$ cat config.mk
export PLATFORM = sky130hd
export DESIGN_NAME = proximity_sense_control
export DESIGN_NICKNAME = d
export VERILOG_FILES = /design/src/prox_pkg.sv /design/src/proximity_sense_control.sv
export SDC_FILE = /design/constraint.sdc
export NUM_CORES = 1
export LEC_CHECK = 0
export BUFFER_PORTS_ARGS = -buffer_cell sky130_fd_sc_hd__buf_4
export CORE_AREA = 2 2 143 145
export CTS_CLUSTER_DIAMETER = 60
export CTS_CLUSTER_SIZE = 12
export DETAILED_ROUTE_END_ITERATION = 10
export DIE_AREA = 0 0 145 147
export PLACE_DENSITY = 0.7
export SLEW_MARGIN = 10
export SYNTH_ARGS = -nofsm -noshare
export SYNTH_HDL_FRONTEND = slang
export SYNTH_SLANG_ARGS = --single-unit
$ cat constraint.sdc
create_clock -name hclk -period 6.5 [get_ports hclk]
set_input_delay 0 -clock hclk [delete_from_list [all_inputs] [get_ports hclk]]
set_output_delay 0 -clock hclk [all_outputs]
set_load 0.01 [all_outputs]
$ cat src/prox_pkg.sv
package prox_pkg;

  // Byte offsets of the register map.
  localparam logic [7:0] OFS_ENABLE = 8'h00;
  localparam logic [7:0] OFS_PULSES = 8'h04;
  localparam logic [7:0] OFS_DRIVE = 8'h08;
  localparam logic [7:0] OFS_WAIT = 8'h0c;
  localparam logic [7:0] OFS_LOW_THR = 8'h10;
  localparam logic [7:0] OFS_HIGH_THR = 8'h14;
  localparam logic [7:0] OFS_PERSIST = 8'h18;
  localparam logic [7:0] OFS_STATUS = 8'h1c;
  localparam logic [7:0] OFS_MASK = 8'h20;
  localparam logic [7:0] OFS_DATA_VIS = 8'h24;
  localparam logic [7:0] OFS_DATA_IR = 8'h28;
  localparam logic [7:0] OFS_STATE = 8'h2c;
  localparam logic [7:0] OFS_CONFIG = 8'h30;

  // Bit positions in the enable register.
  localparam int EN_POWER = 0;
  localparam int EN_PROX = 1;
  localparam int EN_WAIT = 2;
  localparam int EN_INT = 3;

  // Bit positions in the status and mask registers.
  localparam int ST_THR = 0;
  localparam int ST_DONE = 1;

  // Bit position of the long-wait flag in the config register.
  localparam int CFG_WLONG = 0;

  // Reset values.
  localparam logic [3:0] RST_ENABLE = 4'h0;
  localparam logic [7:0] RST_PULSES = 8'h01;
  localparam logic [1:0] RST_DRIVE = 2'h0;
  localparam logic [7:0] RST_WAIT = 8'hff;
  localparam logic [15:0] RST_LOW_THR = 16'h0000;
  localparam logic [15:0] RST_HIGH_THR = 16'hffff;
  localparam logic [3:0] RST_PERSIST = 4'h0;
  localparam logic [1:0] RST_MASK = 2'h0;
  localparam logic RST_CONFIG = 1'b0;

  // Drive level codes, strongest first.
  localparam logic [1:0] DRV_100MA = 2'h0;
  localparam logic [1:0] DRV_50MA = 2'h1;
  localparam logic [1:0] DRV_25MA = 2'h2;
  localparam logic [1:0] DRV_12MA5 = 2'h3;

  // Timing, in their own units, and derived cycle counts at 100 MHz.
  localparam int CLK_MHZ = 100;
  localparam int PULSE_PERIOD_NS = 16000;
  localparam int PULSE_ON_NS = 7200;
  localparam int WAIT_STEP_US = 2720;
  localparam int PULSE_PERIOD_CYC = (PULSE_PERIOD_NS * CLK_MHZ) / 1000;
  localparam int PULSE_ON_CYC = (PULSE_ON_NS * CLK_MHZ) / 1000;
  localparam int WAIT_STEP_CYC = WAIT_STEP_US * CLK_MHZ;
  // Smallest whole factor that carries 256 wait steps past eight seconds.
  localparam int WAIT_LONG_MULT = 12;

  typedef enum logic [1:0] {
    ST_SLEEP,
    ST_PULSE,
    ST_CONVERT,
    ST_WAIT
  } sense_state_e;

  // Result pair from the two integrating converters.
  typedef struct packed {
    logic [15:0] vis;
    logic [15:0] ir;
  } conv_result_s;

endpackage

$ cat src/proximity_sense_control.sv
`timescale 1ns/1ns
module proximity_sense_control #(
  parameter int WAIT_STEP_CYC = prox_pkg::WAIT_STEP_CYC
) (
  input wire logic hclk,
  input wire logic hresetn,
  input wire logic hsel,
  input wire logic [31:0] haddr,
  input wire logic [1:0] htrans,
  input wire logic hwrite,
  input wire logic [2:0] hsize,
  input wire logic [31:0] hwdata,
  input wire logic hready,
  output logic hreadyout,
  output logic hresp,
  output logic [31:0] hrdata,
  output logic conv_start,
  input wire logic conv_done,
  input wire prox_pkg::conv_result_s conv_result,
  output logic emitter_drive_output,
  output logic emitter_drive_output_oe_n,
  output logic [1:0] emitter_drive_level,
  output logic int_o,
  output logic int_oe_n
);

  typedef struct packed {
    prox_pkg::sense_state_e st;
    logic [3:0] enable;
    logic [7:0] pulses;
    logic [1:0] drive;
    logic [7:0] wtime;
    logic wlong;
    logic [15:0] low_thr;
    logic [15:0] high_thr;
    logic [3:0] persist;
    logic [1:0] status;
    logic [1:0] mask;
    logic [15:0] vis;
    logic [15:0] ir;
    logic [19:0] tick;
    logic [7:0] pcount;
    logic [8:0] steps;
    logic [3:0] wsub;
    logic [3:0] pers_cnt;
    logic done_s1;
    logic done_s2;
    logic done_s3;
    logic ap_wr;
    logic [7:0] ap_addr;
    logic [31:0] rdata;
    logic led;
    logic start;
  } ctrl_s;

  ctrl_s q;
  ctrl_s d;

  logic ap_valid;
  logic done_rise;
  logic out_of_range;
  logic irq;

  assign ap_valid = hsel && hready && htrans[1];
  assign done_rise = q.done_s2 && !q.done_s3;
  assign out_of_range = (conv_result.vis > q.high_thr) ||
                        (conv_result.vis < q.low_thr);
  // The block never stalls the bus, so every transfer is zero-wait.
  assign hreadyout = 1'b1;
  assign hresp = 1'b0;
  assign hrdata = q.rdata;
  assign conv_start = q.start;
  assign emitter_drive_output = 1'b0;
  assign emitter_drive_output_oe_n = !q.led;
  assign emitter_drive_level = q.drive;
  assign irq = q.enable[prox_pkg::EN_INT] && |(q.status & q.mask);
  assign int_o = 1'b0;
  assign int_oe_n = !irq;

  // All next-state logic: bus slave, sequencer, filter and interrupt.
  always_comb begin
    logic thr_evt;
    logic done_evt;
    logic rd_clear;
    logic [3:0] next_pers;
    d = q;
    thr_evt = 1'b0;
    done_evt = 1'b0;
    rd_clear = 1'b0;
    next_pers = q.pers_cnt;
    d.start = 1'b0;
    // The converter flag is asynchronous; the second and third stages detect its rise.
    d.done_s1 = conv_done;
    d.done_s2 = q.done_s1;
    d.done_s3 = q.done_s2;

    // Address phase: latch a write, prepare read data for the data phase.
    d.ap_wr = ap_valid && hwrite;
    d.ap_addr = haddr[7:0];
    if (ap_valid && !hwrite) begin
      unique case (haddr[7:0])
        prox_pkg::OFS_ENABLE: d.rdata = {28'h0000000, q.enable};
        prox_pkg::OFS_PULSES: d.rdata = {24'h000000, q.pulses};
        prox_pkg::OFS_DRIVE: d.rdata = {30'h00000000, q.drive};
        prox_pkg::OFS_WAIT: d.rdata = {24'h000000, q.wtime};
        prox_pkg::OFS_LOW_THR: d.rdata = {16'h0000, q.low_thr};
        prox_pkg::OFS_HIGH_THR: d.rdata = {16'h0000, q.high_thr};
        prox_pkg::OFS_PERSIST: d.rdata = {28'h0000000, q.persist};
        prox_pkg::OFS_STATUS: begin
          d.rdata = {30'h00000000, q.status};
          rd_clear = 1'b1;
        end
        prox_pkg::OFS_MASK: d.rdata = {30'h00000000, q.mask};
        prox_pkg::OFS_DATA_VIS: d.rdata = {16'h0000, q.vis};
        prox_pkg::OFS_DATA_IR: d.rdata = {16'h0000, q.ir};
        prox_pkg::OFS_STATE: d.rdata = {30'h00000000, q.st};
        prox_pkg::OFS_CONFIG: d.rdata = {31'h00000000, q.wlong};
        default: d.rdata = 32'h00000000;
      endcase
    end

    // Data phase of a write.
    if (q.ap_wr) begin
      unique case (q.ap_addr)
        prox_pkg::OFS_ENABLE: d.enable = hwdata[3:0];
        prox_pkg::OFS_PULSES: d.pulses = hwdata[7:0];
        prox_pkg::OFS_DRIVE: d.drive = hwdata[1:0];
        prox_pkg::OFS_WAIT: d.wtime = hwdata[7:0];
        prox_pkg::OFS_LOW_THR: d.low_thr = hwdata[15:0];
        prox_pkg::OFS_HIGH_THR: d.high_thr = hwdata[15:0];
        prox_pkg::OFS_PERSIST: d.persist = hwdata[3:0];
        prox_pkg::OFS_MASK: d.mask = hwdata[1:0];
        prox_pkg::OFS_CONFIG: d.wlong = hwdata[prox_pkg::CFG_WLONG];
        default: ;
      endcase
    end

    // Measurement sequencer.
    unique case (q.st)
      prox_pkg::ST_SLEEP: begin
        d.led = 1'b0;
        if (q.enable[prox_pkg::EN_POWER] &&
            q.enable[prox_pkg::EN_PROX]) begin
          d.st = prox_pkg::ST_PULSE;
          d.tick = 20'h00000;
          d.pcount = 8'h00;
          d.start = 1'b1;
        end
      end
      prox_pkg::ST_PULSE: begin
        // A zero pulse count still converts, just with the emitter dark.
        if (q.pcount == q.pulses) begin
          d.led = 1'b0;
          d.st = prox_pkg::ST_CONVERT;
        end else if (q.tick == 20'(prox_pkg::PULSE_PERIOD_CYC - 1)) begin
          d.tick = 20'h00000;
          d.pcount = q.pcount + 8'h01;
          d.led = 1'b0;
        end else begin
          d.tick = q.tick + 20'h00001;
          d.led = (q.tick < 20'(prox_pkg::PULSE_ON_CYC));
        end
      end
      prox_pkg::ST_CONVERT: begin
        if (done_rise) begin
          d.vis = conv_result.vis;
          d.ir = conv_result.ir;
          done_evt = 1'b1;
          if (out_of_range) begin
            if (q.pers_cnt != 4'hf) begin
              next_pers = q.pers_cnt + 4'h1;
            end
            thr_evt = (next_pers >= q.persist);
          end else begin
            next_pers = 4'h0;
          end
          d.pers_cnt = next_pers;
          d.tick = 20'h00000;
          d.steps = 9'h000;
          d.wsub = 4'h0;
          d.st = q.enable[prox_pkg::EN_WAIT] ? prox_pkg::ST_WAIT :
                 prox_pkg::ST_SLEEP;
        end
      end
      prox_pkg::ST_WAIT: begin
        // Wait length is 256 minus the register value, in whole steps.
        // Without long mode the longest wait falls well short of eight
        // seconds, so long mode repeats each step; wsub counts it 12 times.
        if (q.tick == 20'(WAIT_STEP_CYC - 1)) begin
          d.tick = 20'h00000;
          if (q.wlong &&
              q.wsub != 4'(prox_pkg::WAIT_LONG_MULT - 1)) begin
            d.wsub = q.wsub + 4'h1;
          end else begin
            d.wsub = 4'h0;
            d.steps = q.steps + 9'h001;
            if (q.steps + 9'h001 == 9'h100 - {1'b0, q.wtime}) begin
              d.st = prox_pkg::ST_SLEEP;
            end
          end
        end else begin
          d.tick = q.tick + 20'h00001;
        end
      end
    endcase

    // Clearing power-on sends the sequencer to sleep at once.
    if (!q.enable[prox_pkg::EN_POWER]) begin
      d.st = prox_pkg::ST_SLEEP;
      d.led = 1'b0;
    end

    // A status read clears, but an event in the same cycle wins.
    if (rd_clear) begin
      d.status = 2'h0;
    end
    if (thr_evt) begin
      d.status[prox_pkg::ST_THR] = 1'b1;
    end
    if (done_evt) begin
      d.status[prox_pkg::ST_DONE] = 1'b1;
    end
  end

  // State register; reset puts everything asleep and quiet.
  always_ff @(posedge hclk or negedge hresetn) begin
    if (!hresetn) begin
      q <= '0;
      q.st <= prox_pkg::ST_SLEEP;
      q.enable <= prox_pkg::RST_ENABLE;
      q.pulses <= prox_pkg::RST_PULSES;
      q.drive <= prox_pkg::RST_DRIVE;
      q.wtime <= prox_pkg::RST_WAIT;
      q.wlong <= prox_pkg::RST_CONFIG;
      q.low_thr <= prox_pkg::RST_LOW_THR;
      q.high_thr <= prox_pkg::RST_HIGH_THR;
      q.persist <= prox_pkg::RST_PERSIST;
      q.mask <= prox_pkg::RST_MASK;
    end else begin
      q <= d;
    end
  end
endmodule

==> flow_summary.ini <==
[routing]
met2_length_um = 12280
vias = 8104
postRouteAntennaNets = 0
drc = 0
drt_iter0_drc = 1019
post_drt_wl_per_cell_um = 17.73
dr_wl_met3_um = 1204
avgViaCountPerCell = 5.715
top_layer_used = met4
wirelength_um = 25140
wl_met1_um = 11200
firstDrtPassIters = 7

[finish]
multiInputGateArea_mm2 = 0.004803
syn_to_final_growth_pct = 19.17
fillers = 1711
most-common-layout-cells = nand2_1 (182), dfrtp_1 (147), buf_4 (89)
final_cells = 1418
regArea_mm2 = 0.004335
diodes = 0
nets = 1283
mostFrequentLayoutCell = nand2_1
drive_above_1_share = 0.1777

[worst_setup_path]
crit_required_ns = 6.81
arrival_ns = 3.48
worst_setup_path_start_kind = flip-flop
critPathKind = reg -> reg
slowest_delay_ns = 0.66
path_max_fanout = 21
cp-end-kind = flip-flop
path_cells = nor2b_1 -> nand3_1 -> nand2b_1 -> nor2_1 -> mux2_2
critPathSlowestCell = nor2b_1

[synthesis]
netlist.area_leader.share = 0.3795
synth_ff_type = dfrtp_1
ys_warn_count = 0
synth_edf_count = 0
syn_area_mm2 = 0.009694
synth-adder-area-share = 0.05292
synth.area.top_cells = dfrtp_1 (38%), nand2_1 (7.0%), dfstp_2 (6.8%)
ys_types = 75
synth_xor_area_frac = 0.02981
synth_seq_cells = 172
yosys.area_share.simple = 0.1951
postSynthAreaPerCell_um2 = 9.449
async_flop_share = 1.000
ys_seq_area_frac = 0.4472
synth_top_family_by_area = simple AND/OR/NAND/NOR gates
yosys.area.top_type = dfrtp_1
synthCells = 1026
synth_mux_area_frac = 0.04453
synth_compound_area_frac = 0.1643

[flow_run]
maxCapViolCount = 0

[power]
p_switching_uw = 572.5
p_seq_frac = 0.471
p_int_mw = 1.741
power_frac_comb = 0.066
ir_drop_v = 0.0001571
power_density_mw_per_mm2 = 200.3
power_mw = 2.314
clock_power_share = 0.463
leakagePower_nw = 5.476
p_sw_frac = 0.2474

[sta]
finalHoldViolCount = 0
drv_slew = 0
max_freq_mhz = 316.0
rsz0062_at_grt = false
timing.setup.tns_ns = 0
worst_slew_margin_rel = 0.2410
worst-slew-pin-transition_ns = 1.137
timing.final.crit_share = 0.4868
period_needed_ns = 3.165
skew_ns = 0.01069
setup_violations = 0

[floorplanning]
chipHeight_um = 147
die-area_mm2 = 0.02132
die_x_um = 145
ioPinCount = 148
core_mm2 = 0.01984
start_util = 0.4885
rows = 52

[placed_design]
gp_congestion = 0.8700
place_inst = 1326
hpwlAfterDp_um = 16920
io_buffers = 83

[clock_tree]
clockBufferDepth = 2
clock-sinks = 172
cts-resized-gates = 0
clock_latency_ns = 0.44
tritoncts = yes
cts_max_level = 4
path_clk_slew_ns = 0.07
numCtsBuffers = 17
post_cts_buffers = 0
cts_hold_buf = 60
cts-root-buf = clkbuf_16

[worst_hold_path]
hold_class = in -> async

[global_routing]
grt_pass1_wl_um = 41150
grt_max_degree = 102
grt_pass1_vias = 7776
antenna_found_initial = 0
grt_use_total = 0.2415
overflow = 0

[outcome]
status = complete, no violations
[worst paths after layout]
check / end / cells after the start / from / slack [ns]
hold / removal: q[56] / 2 / hresetn / 0.20
max in group asynchronous: q[151] / 3 / hresetn / 4.88
hold reg to reg: d[43] / 0 / d[44] / 0.36
min in group hclk: d[44] / 2 / conv_done / 0.22
setup / recovery: q[71] / 5 / q[186] / 3.34
setup reg to reg: q[71] / 5 / q[186] / 3.34
[cell usage after synthesis (20+ instances only)]
master,n
a22o_1,20
clkbuf_1,26
dfrtp_1,147
dfstp_2,25
ha_1,41
a21o_1,34
a21oi_1,29
inv_1,48
mux2_2,32
nand3_1,27
nor3_1,21
nor2_1,45
o21ai_0,69
buf_4,39
nand2_1,182
[cells by family (layout without fill, tap and decap cells)]
family | after synthesis | count (layout)
AO/OA/AOI/OAI | 232 | 232
XOR/XNOR | 33 | 33
adder cells (fa/ha/maj) | 41 | 41
buffers and inverters | 126 | 230
flip-flops | 172 | 172
multiplexers | 39 | 39
other | 2 | 20
AND/OR/NAND/NOR | 381 | 381
[worst max-delay path: cells and delay by family (launching register included)]
| kind | cells | cell delay, ns |
|---|---|---|
| simple gates | 4 | 2.00 |
| flops | 1 | 0.65 |
| mux | 1 | 0.37 |
[area by class of cell]
type	count	share of cell area
multi-input combinational	746	0.4158
sequential	172	0.3753
timing repair buffer	150	0.1108
clock buffer	17	0.03682
tap	270	0.02924
clock inverter	15	0.01646
inverter	48	0.01560
[power groups by stage]
stage	sequential [mW]	clock (mW)	combinational (mW)
finish	1.09	1.07	0.153
global route	1.09	1.13	0.169
CTS	1.09	1.08	0.152
detailed placement	1.11	0	0.123
global placement	1.11	0	0.122
floorplan	1.11	0	0.0563
[state kept, by name, summed over array words and instances (netlist names)]
| signal | flops |
|---|---|
| conv_start | 1 |
| d | 2 |
| emitter_drive_level | 2 |
| hrdata | 16 |
| q | 151 |
[stage by stage]
stage	hold WS, ns	area [um2]	utilization	setup slack, ns
6_report	0.2012	11550	0.5822	3.335
5_1_grt	0.2145	11550	0.5822	3.094
4_1_cts	0.2126	11550	0.5822	3.386
3_5_place_dp	0.1116	10340	0.5209	3.411
3_3_place_gp	0.1183	10340	0.5209	3.436
2_1_floorplan	-0.2956	9762	-	4.411
[layer usage]
metal | up-vias | track usage
met3 | 37 | 0.04565
met4 | 0 | 0.06238
li1 | 3804 | -
met1 | 4027 | 0.3257
met2 | 236 | 0.4040
met5 | - | 0
No activity file was read; power rests on OpenSTA's default activity.
